`src/ecdr_consts.vh`:
```
// constants for the enclave create and debug read engine
`ifndef ECDR_CONSTS_VH
`define ECDR_CONSTS_VH
`define ECDR_FN_CREATE 8'h00
`define ECDR_FN_DBGRD 8'h04
`define ECDR_INFO_ALIGN_MASK 64'h000000000000001f
`define ECDR_PAGE_ALIGN_MASK 64'h0000000000000fff
`define ECDR_SECURITY_INFO_STRUCT_ALIGN_MASK 64'h000000000000003f
`define ECDR_QWORD_ALIGN_MASK 64'h0000000000000007
`define ECDR_DWORD_ALIGN_MASK 64'h0000000000000003
`define ECDR_ATTR_WIDE_BIT 2
`define ECDR_EXTENDED_FEATURE_MASK_LOW_BITS 64'h0000000000000003
`define ECDR_NARROW_BASE_MASK 64'hffffffff00000000
`define ECDR_MIN_SIZE 64'h0000000000002000
`define ECDR_PAGE_BYTES 44'h00000001000
`define ECDR_MEAS_TAG 64'h0045544145524345
`define ECDR_PT_REG 3'h0
`define ECDR_TYPE_CONTROL_PAGE 3'h1
`define ECDR_PT_TCS 3'h2
`define ECDR_PT_VA 3'h3
`define ECDR_PAGE_WORDS 10'h200
`define ECDR_FLT_NONE 2'h0
`define ECDR_FLT_GP 2'h1
`define ECDR_FLT_PF 2'h2
`endif

```
`src/ecdr_engine.v`:
```
// enclave control page creation and debug read engine
`timescale 1ns/1ns
`include "ecdr_consts.vh"

// Contract
// - page info address 32-byte aligned else gp
// - destination 4 KB aligned else gp
// - destination outside page cache gives pf
// - source 4 KB, security info 64-byte aligned
// - linear and control fields zero else gp
// - security info reserved zero, type control page
// - locked entry gp, valid entry pf
// - copy the whole 4 KB source page
// - feature mask low bits set, legal
// - misc select checked, lock released on gp
// - save frame pages times 4096 big enough
// - base canonical or upper bits clear
// - size below capability exponent power of two
// - size at least 8192, power of two
// - base aligned on size
// - attributes supported, reserved fields zero
// - uninitialized, fresh measurement, ids cleared
// - absorb tagged 512-bit block, count update
// - fetch-add identifier, set map entry valid
// - debug read eight or four bytes
// - debug read faults on listed conditions
// - debug read ignores map permissions
// - concurrent map modifier gives gp
module ecdr_engine #(
  parameter AW = 64,
  parameter WORDS = 512
) (
  input wire clk_sys, // core clock
  input wire rst, // async reset, high
  input wire start, // leaf request pulse
  input wire [7:0] func_code, // leaf function code
  input wire mode_wide, // processor in 64-bit mode
  input wire cpl_zero, // privilege level is zero
  input wire seg_ok, // segment checks passed
  input wire [AW-1:0] info_addr, // page info address
  input wire [AW-1:0] dest_addr, // destination or source address
  input wire dest_in_cache, // address inside page cache
  input wire [AW-1:0] info_src_page, // page info source page pointer
  input wire [AW-1:0] info_sec_ptr, // page info security info pointer
  input wire [AW-1:0] info_linear, // page info linear address field
  input wire [AW-1:0] info_ctl_page, // page info control page field
  input wire sec_rsvd_nz, // security info reserved nonzero
  input wire [2:0] sec_page_type, // security info page type
  input wire entry_locked, // map entry locked elsewhere
  input wire entry_valid, // map entry valid
  input wire [2:0] entry_type, // map entry page type
  input wire entry_debug, // owning enclave is debug
  input wire map_busy, // other map modifier running
  input wire [11:0] tcs_limit, // thread page limit
  input wire [63:0] src_rdata, // source page word read data
  input wire [63:0] extended_feature_mask, // extended feature mask
  input wire extended_feature_mask_legal, // feature mask legal
  input wire [31:0] misc_sel, // misc state select
  input wire [31:0] misc_supported, // capability misc bits
  input wire [31:0] save_frame_pages, // save frame page count
  input wire [63:0] xsave_size, // computed save size
  input wire [63:0] attributes, // enclave attributes
  input wire [63:0] supported_attr_mask, // supported attributes
  input wire ctl_rsvd_nz, // control page reserved nonzero
  input wire [63:0] enclave_base, // enclave base
  input wire [63:0] enclave_size, // enclave size
  input wire [15:0] size_exp, // capability size exponents
  input wire [63:0] dbg_rdata, // debug read data
  input wire meas_ready, // measurement unit ready
  output reg busy, // leaf in progress
  output reg done, // leaf done pulse
  output reg [1:0] fault, // fault kind at done
  output reg [AW-1:0] fault_addr, // page fault address
  output reg [9:0] copy_idx, // copy word index
  output reg copy_we, // destination word write
  output reg [63:0] copy_wdata, // destination word data
  output reg lock_take, // take entry lock pulse
  output reg lock_release, // release entry lock pulse
  output reg meas_init, // fresh measurement pulse
  output reg meas_update, // absorb block pulse
  output reg [511:0] meas_block, // measurement block
  output reg [31:0] update_count, // measurement update counter
  output reg [63:0] enclave_identifier, // stored identifier
  output reg [63:0] next_identifier_counter, // global counter
  output reg clear_ids, // vendor ids cleared pulse
  output reg map_write, // map entry write pulse
  output reg [2:0] map_type, // written map type
  output reg [63:0] dest_reg, // debug read result
  output reg dest_reg_we // destination register write
);
  localparam S_IDLE = 3'h0;
  localparam S_COPY = 3'h1;
  localparam S_CHK = 3'h2;
  localparam S_MEAS = 3'h3;
  localparam S_FIN = 3'h4;

  reg [2:0] st_q;
  reg [1:0] pre_f;
  reg [1:0] post_f;
  reg [1:0] dbg_f;
  reg [63:0] szm1;
  reg [7:0] exp_sel;
  reg [6:0] ones;
  reg [43:0] need_bytes;
  reg [63:0] dbg_align_m;
  wire wide_attr = attributes[`ECDR_ATTR_WIDE_BIT];

  // leaf decode, only acted on while idle
  wire create_req = start && func_code == `ECDR_FN_CREATE;
  wire dbg_req = start && func_code == `ECDR_FN_DBGRD;

  function nz;
    input [63:0] v;
    input [63:0] m;
    begin
      nz = |(v & m);
    end
  endfunction

  // size must be a power of two, so count its ones
  function [6:0] popcnt64;
    input [63:0] v;
    integer k;
    begin
      popcnt64 = 7'h0;
      for (k = 0; k < 64; k = k + 1) begin
        popcnt64 = popcnt64 + {6'h0, v[k]};
      end
    end
  endfunction

  // upper bits 63:47 must all match
  function canon;
    input [63:0] v;
    begin
      canon = (&v[63:47]) || (~|v[63:47]);
    end
  endfunction

  // an exponent of 64 or more puts no limit on size
  function size_over;
    input [63:0] s;
    input [7:0] e;
    begin
      size_over = (e < 8'h40) && (s >= (64'h1 << e[5:0]));
    end
  endfunction

  // checks before any state change, first failing one wins
  always @* begin
    pre_f = `ECDR_FLT_NONE;
    if (nz(info_addr, `ECDR_INFO_ALIGN_MASK)) begin
      pre_f = `ECDR_FLT_GP;
    end else if (nz(dest_addr, `ECDR_PAGE_ALIGN_MASK)) begin
      pre_f = `ECDR_FLT_GP;
    end else if (!dest_in_cache) begin
      pre_f = `ECDR_FLT_PF;
    end else if (nz(info_src_page, `ECDR_PAGE_ALIGN_MASK) ||
                 nz(info_sec_ptr, `ECDR_SECURITY_INFO_STRUCT_ALIGN_MASK)) begin
      pre_f = `ECDR_FLT_GP;
    end else if ((|info_linear) || (|info_ctl_page)) begin
      pre_f = `ECDR_FLT_GP;
    end else if (sec_rsvd_nz || sec_page_type != `ECDR_TYPE_CONTROL_PAGE) begin
      pre_f = `ECDR_FLT_GP;
    end else if (entry_locked) begin
      pre_f = `ECDR_FLT_GP;
    end else if (entry_valid) begin
      pre_f = `ECDR_FLT_PF;
    end
  end

  // checks on the copied page, in listed order
  always @* begin
    post_f = `ECDR_FLT_NONE;
    szm1 = enclave_size - 64'h1;
    exp_sel = wide_attr ? size_exp[15:8] : size_exp[7:0];
    ones = popcnt64(enclave_size);
    // saturate so a huge save size still faults instead of wrapping
    need_bytes = (|xsave_size[63:44]) ? 44'hfffffffffff : xsave_size[43:0];
    if ((extended_feature_mask & `ECDR_EXTENDED_FEATURE_MASK_LOW_BITS) != `ECDR_EXTENDED_FEATURE_MASK_LOW_BITS || !extended_feature_mask_legal) begin
      post_f = `ECDR_FLT_GP;
    end else if (|(misc_sel & ~misc_supported)) begin
      post_f = `ECDR_FLT_GP;
    end else if ({save_frame_pages, 12'h0} < need_bytes) begin
      post_f = `ECDR_FLT_GP;
    end else if (wide_attr && !canon(enclave_base)) begin
      post_f = `ECDR_FLT_GP;
    end else if (!wide_attr && nz(enclave_base, `ECDR_NARROW_BASE_MASK)) begin
      post_f = `ECDR_FLT_GP;
    end else if (size_over(enclave_size, exp_sel)) begin
      post_f = `ECDR_FLT_GP;
    end else if (enclave_size < `ECDR_MIN_SIZE || ones > 7'h1) begin
      post_f = `ECDR_FLT_GP;
    end else if (nz(enclave_base, szm1)) begin
      post_f = `ECDR_FLT_GP;
    end else if (nz(attributes, ~supported_attr_mask) || ctl_rsvd_nz) begin
      post_f = `ECDR_FLT_GP;
    end
  end

  // map permissions are never looked at here
  always @* begin
    dbg_f = `ECDR_FLT_NONE;
    dbg_align_m = mode_wide ? `ECDR_QWORD_ALIGN_MASK : `ECDR_DWORD_ALIGN_MASK;
    if (!cpl_zero || !seg_ok) begin
      dbg_f = `ECDR_FLT_GP;
    end else if (nz(dest_addr, dbg_align_m)) begin
      dbg_f = `ECDR_FLT_GP;
    end else if (!dest_in_cache) begin
      dbg_f = `ECDR_FLT_PF;
    end else if (map_busy) begin
      dbg_f = `ECDR_FLT_GP;
    end else if (!entry_valid) begin
      dbg_f = `ECDR_FLT_PF;
    end else if (entry_type == `ECDR_TYPE_CONTROL_PAGE) begin
      dbg_f = `ECDR_FLT_GP;
    end else if (entry_type != `ECDR_PT_REG && entry_type != `ECDR_PT_TCS &&
                 entry_type != `ECDR_PT_VA) begin
      dbg_f = `ECDR_FLT_PF;
    // offset within the page against the thread page limit
    end else if (entry_type == `ECDR_PT_TCS && dest_addr[11:0] >= tcs_limit) begin
      dbg_f = `ECDR_FLT_GP;
    end else if (entry_type != `ECDR_PT_VA && !entry_debug) begin
      dbg_f = `ECDR_FLT_GP;
    end
  end

  always @(posedge clk_sys or posedge rst) begin
    if (rst) begin
      st_q <= S_IDLE;
      busy <= 1'b0;
      done <= 1'b0;
      fault <= 2'h0;
      fault_addr <= {AW{1'b0}};
      copy_idx <= 10'h0;
      copy_we <= 1'b0;
      copy_wdata <= 64'h0;
      lock_take <= 1'b0;
      lock_release <= 1'b0;
      meas_init <= 1'b0;
      meas_update <= 1'b0;
      meas_block <= 512'h0;
      update_count <= 32'h0;
      enclave_identifier <= 64'h0;
      // identifier counter restarts at zero on every reset
      next_identifier_counter <= 64'h0;
      clear_ids <= 1'b0;
      map_write <= 1'b0;
      map_type <= 3'h0;
      dest_reg <= 64'h0;
      dest_reg_we <= 1'b0;
    end else begin
      done <= 1'b0;
      copy_we <= 1'b0;
      lock_take <= 1'b0;
      lock_release <= 1'b0;
      meas_init <= 1'b0;
      meas_update <= 1'b0;
      clear_ids <= 1'b0;
      map_write <= 1'b0;
      dest_reg_we <= 1'b0;
      case (st_q)
        S_IDLE: begin
          // unknown leaf codes fall through and raise nothing
          if (create_req) begin
            fault <= pre_f;
            if (pre_f != `ECDR_FLT_NONE) begin
              done <= 1'b1;
              fault_addr <= (pre_f == `ECDR_FLT_PF) ? dest_addr : {AW{1'b0}};
            end else begin
              busy <= 1'b1;
              lock_take <= 1'b1;
              copy_idx <= 10'h0;
              st_q <= S_COPY;
            end
          end else if (dbg_req) begin
            done <= 1'b1;
            fault <= dbg_f;
            fault_addr <= (dbg_f == `ECDR_FLT_PF) ? dest_addr : {AW{1'b0}};
            if (dbg_f == `ECDR_FLT_NONE) begin
              dest_reg <= mode_wide ? dbg_rdata : {32'h0, dbg_rdata[31:0]};
              dest_reg_we <= 1'b1;
            end
          end
        end
        S_COPY: begin
          // one word per cycle; read data is for copy_idx
          // copy_idx stops on the last word so the read stays in range
          copy_we <= 1'b1;
          copy_wdata <= src_rdata;
          if (copy_idx == WORDS[9:0] - 10'h1) begin
            st_q <= S_CHK;
          end else begin
            copy_idx <= copy_idx + 10'h1;
          end
        end
        S_CHK: begin
          if (post_f != `ECDR_FLT_NONE) begin
            // lock always dropped so a retry can proceed
            lock_release <= 1'b1;
            fault <= post_f;
            fault_addr <= {AW{1'b0}};
            done <= 1'b1;
            busy <= 1'b0;
            st_q <= S_IDLE;
          end else begin
            meas_init <= 1'b1;
            clear_ids <= 1'b1;
            update_count <= 32'h0;
            meas_block <= {352'h0, enclave_size, save_frame_pages, `ECDR_MEAS_TAG};
            st_q <= S_MEAS;
          end
        end
        S_MEAS: begin
          // a stalled hash unit just holds the block
          if (meas_ready) begin
            meas_update <= 1'b1;
            update_count <= update_count + 32'h1;
            st_q <= S_FIN;
          end
        end
        S_FIN: begin
          enclave_identifier <= next_identifier_counter;
          next_identifier_counter <= next_identifier_counter + 64'h1;
          map_write <= 1'b1;
          map_type <= `ECDR_TYPE_CONTROL_PAGE;
          lock_release <= 1'b1;
          // counter wraps only after 2^64 creates
          fault <= `ECDR_FLT_NONE;
          fault_addr <= {AW{1'b0}};
          done <= 1'b1;
          busy <= 1'b0;
          st_q <= S_IDLE;
        end
        default: begin
          st_q <= S_IDLE;
        end
      endcase
    end
  end
endmodule // ecdr_engine

```
`config.mk`:
```
export PLATFORM = sky130hd
export DESIGN_NAME = ecdr_engine
export DESIGN_NICKNAME = d
export VERILOG_FILES = /design/src/ecdr_engine.v
export VERILOG_INCLUDE_DIRS = /design/src
export SDC_FILE = /design/constraint.sdc
export NUM_CORES = 2
export LEC_CHECK = 0
export ABC_CLOCK_PERIOD_IN_PS = 27000
export BUFFER_PORTS_ARGS = -buffer_cell sky130_fd_sc_hd__clkbuf_2
export CORE_AREA = 2 2 762 764
export DETAILED_ROUTE_END_ITERATION = 16
export DIE_AREA = 0 0 764 766
export SLEW_MARGIN = 5
export SYNTH_ARGS = -nofsm -noshare
export SYNTH_HDL_FRONTEND = slang
export SYNTH_SLANG_ARGS = --single-unit
```
`constraint.sdc`:
```
create_clock -name clk_sys -period 27 [get_ports clk_sys]
set_input_delay 1.35 -clock clk_sys [delete_from_list [all_inputs] [get_ports clk_sys]]
set_output_delay 1.35 -clock clk_sys [all_outputs]
set_load 0.02 [all_outputs]
```
==> results.yml <==
synthesis:
  ys_async_sr_fraction_pct: 100
  ys_warn_count: 0
  syn_avg_cell_area_um2: 9.43
  synth.yosys.seq_area_share_pct: 39.1
  post_synth_main_area_contributors: "sky130_fd_sc_hd__dfrtp_1 39%, sky130_fd_sc_hd__buf_4 10%, sky130_fd_sc_hd__mux2_2 6.3%, sky130_fd_sc_hd__nand2_1 5.3%, sky130_fd_sc_hd__ha_1 5.2%"
  synthesized_flop_and_latch_total: 474
  dominantRegCellSynth: "sky130_fd_sc_hd__dfrtp_1"
  yosys.area.top_type_share_pct: 39.1
  syn_area_um2: 30400
  postSynthCellCount: 3219
  synth_edf_count: 0
  yosys.cell_types.count: 77
  synth_top_area_cell: "sky130_fd_sc_hd__dfrtp_1"
sta:
  finalWorstSetupSlack_ps: 16580
  setup_violations: 0
  max_clk_rate_mhz: 95.9
  finalHoldViolations: 0
  fin_tns_setup_ps: 0
  tightestPinTransition_ps: 1370
  post-route-min-period_ps: 10420
  maximum_clock_skew_at_final_layout_ps: 75.5
  rsz0062_at_grt: "false"
  maxSlewViolCount: 0
  final_min_period_over_clock_period_pct: 38.6
  max_slew_margin_pct: 7.82
  worst_hold_slack_ps: 472
global_route:
  antenna_found_initial: 186
  grt_max_degree: 81
  grt_pass1_wl_mm: 332
  globalRoute.totalOverflow: 0
  vias_in_the_first_global_route: 28863
  grtUsageTotal_pct: 8.96
cts:
  clk_root_buffer_cell: "sky130_fd_sc_hd__clkbuf_16"
  htree_levels: 3
  tritoncts.num_buffers: 78
  clockBufferDepth: 4
  post-cts-setup-buffer-count: 0
  cts_tree: "done"
  post_cts_resize_count: 0
  clock_latency_ps: 810
  cts.clk_slew.worst_paths_ps: 60
  cts_num_sinks: 474
  cts_hold_buf: 0
floorplan:
  die_width_um: 764
  fp-row-count: 279
  core_region_area_um2: 576000
  die_h_um: 766
  num_io_pins: 1938
  floorplan.initialDensity_pct: 5.27
  die_area_um2: 585000
worst_setup_path:
  worst_path_largest_cell_delay_ps: 610
  cp_data_arrival_time_ps: 11090
  path_max_fanout: 80
  critical_path.slowest_cell: "sky130_fd_sc_hd__fa_1"
  timing.critical_path.mode_cell: "sky130_fd_sc_hd__fa_1"
  criticalPathCategory: "input pin to flop"
  required_worst_endpoint_ps: 27670
  critPathCaptureType: "flop"
  startpoint_type: "input pin"
run:
  max_cap_violations: 0
route:
  detail_route.iter0.violations: 1713
  route.detailed.drc: 0
  drt_pass1_iterations: 8
  routed_wire_length_per_instance_um: 22.0
  post_drt_via_cell_ratio: 2.36
  dr_total_vias: 29214
  wl_mm: 273
  route.antenna.remaining_nets: 0
power:
  power.density_cell_area_nw_per_um2: 65.1
  worst_ir_drop_vdd_mv: 0.122
  leak_uw: 0.0215
final_layout:
  regMostFlops: "meas_block"
  layoutNonFillerInstCount: 12372
  final_common_cell: "sky130_fd_sc_hd__clkbuf_2"
  fillers: 67407
  multi_input_area_um2: 15800
  register_area_um2: 11900
  area.growth.synth_to_final_pct: 57.3
  layout.cells.most_common_list: "1308 x sky130_fd_sc_hd__clkbuf_2, 473 x sky130_fd_sc_hd__dfrtp_1, 424 x sky130_fd_sc_hd__nand2_1, 398 x sky130_fd_sc_hd__conb_1, 230 x sky130_fd_sc_hd__a21oi_1"
  largest_register_ffs: 97
  layout-drive-gt1-share_pct: 37.3
  final_nets: 5766
placement:
  place_ws_ps: 15710
  globalplace.congestion: 0.955
  detailedPlacementHpwl_mm: 243
  port-buffer-count: 1308
  dp.cells: 12183
status:
  outcome: "finished clean"
hold_path:
  hold_class: "flop to flop"
-- per-stage QoR --
stage	cell area (um^2)	util [%]	power (uW)
final	47800	8.29	3110
after global routing	47700	8.28	3350
after CTS	47600	8.26	3220
after detailed placement	45000	7.81	2070
after global placement	45000	7.81	2070
after floorplan	31900	-	1630
-- metal layers --
layer / up-vias / part of all wire (%) / GRT usage [%]
met3: 510 / 14 / 5.02
met4: 114 / 5.5 / 3.91
met2: 1769 / 46 / 14.9
met5: - / 0.27 / 0
li1: 13010 / - / -
met1: 13811 / 35 / 9.22
-- power breakdown --
group / internal [uW] / total, uW / switching (uW)
combinational: 457 / 1210 / 750
sequential: 779 / 822 / 43.2
clock: 647 / 1080 / 434
-- final timing paths --
path                                         from                           to  slack [ps]  cells past startpoint
max in group asynchronous                     rst               meas_block[82]       22900                      6
min                        enclave_identifier[46]       enclave_identifier[46]         470                      2
min reg2reg                enclave_identifier[46]       enclave_identifier[46]         470                      2
min in group asynchronous                     rst              meas_block[141]         640                      2
max reg2reg                               st_q[1]  next_identifier_counter[49]       22010                     12
max                              enclave_size[51]               meas_block[64]       16580                     30
-- cells by family after synthesis --
logic type                 synth area share [%]
AOI/OAI and AO/OA                          8.73
adders and majority gates                  8.79
muxes                                      7.60
xor gates and xnor gates                   3.95
other                                    0.0124
buffers and inverters                      14.3
and+or+nand+nor                            17.5
DFF                                        39.1
-- cell type report --
cell class / instances / share of cell area (%)
clock buffer: 99 / 4.48
tap: 7727 / 20.2
inverter: 199 / 1.58
multi-input combinational: 2418 / 33.0
timing repair buffer: 1365 / 14.6
antenna: 58 / 0.304
sequential: 474 / 24.8
clock inverter: 32 / 0.964
-- worst max-delay path, delay by kind of cell --
| kind | cells | cell delay, ps |
|---|---|---|
| simple gates | 6 | 1840 |
| mux | 1 | 450 |
| compound gates | 2 | 400 |
| fa+ha+maj | 9 | 4450 |
| buf+inv | 12 | 2270 |
-- synthesized netlist by cell type (12+ instances only) --
master	number
sky130_fd_sc_hd__dfrtp_1	474
sky130_fd_sc_hd__nand2_1	425
sky130_fd_sc_hd__buf_4	419
sky130_fd_sc_hd__a21oi_1	232
sky130_fd_sc_hd__inv_1	199
sky130_fd_sc_hd__mux2_2	170
sky130_fd_sc_hd__ha_1	127
sky130_fd_sc_hd__nor4_1	111
sky130_fd_sc_hd__xnor2_1	107
sky130_fd_sc_hd__nor2_1	105
sky130_fd_sc_hd__clkbuf_1	84
sky130_fd_sc_hd__nand4_1	77
sky130_fd_sc_hd__nand3_1	73
sky130_fd_sc_hd__o21ai_0	67
sky130_fd_sc_hd__and2_1	54
sky130_fd_sc_hd__fa_1	54
sky130_fd_sc_hd__nor3_1	53
sky130_fd_sc_hd__nor2b_1	34
sky130_fd_sc_hd__xor2_1	30
sky130_fd_sc_hd__o22ai_1	29
sky130_fd_sc_hd__and3_1	21
sky130_fd_sc_hd__mux2_4	20
sky130_fd_sc_hd__or3_1	18
sky130_fd_sc_hd__buf_2	17
sky130_fd_sc_hd__a21o_1	16
sky130_fd_sc_hd__nand2b_1	16
sky130_fd_sc_hd__or4_1	16
sky130_fd_sc_hd__o21a_1	12
Power figures use the tool's default switching activity.
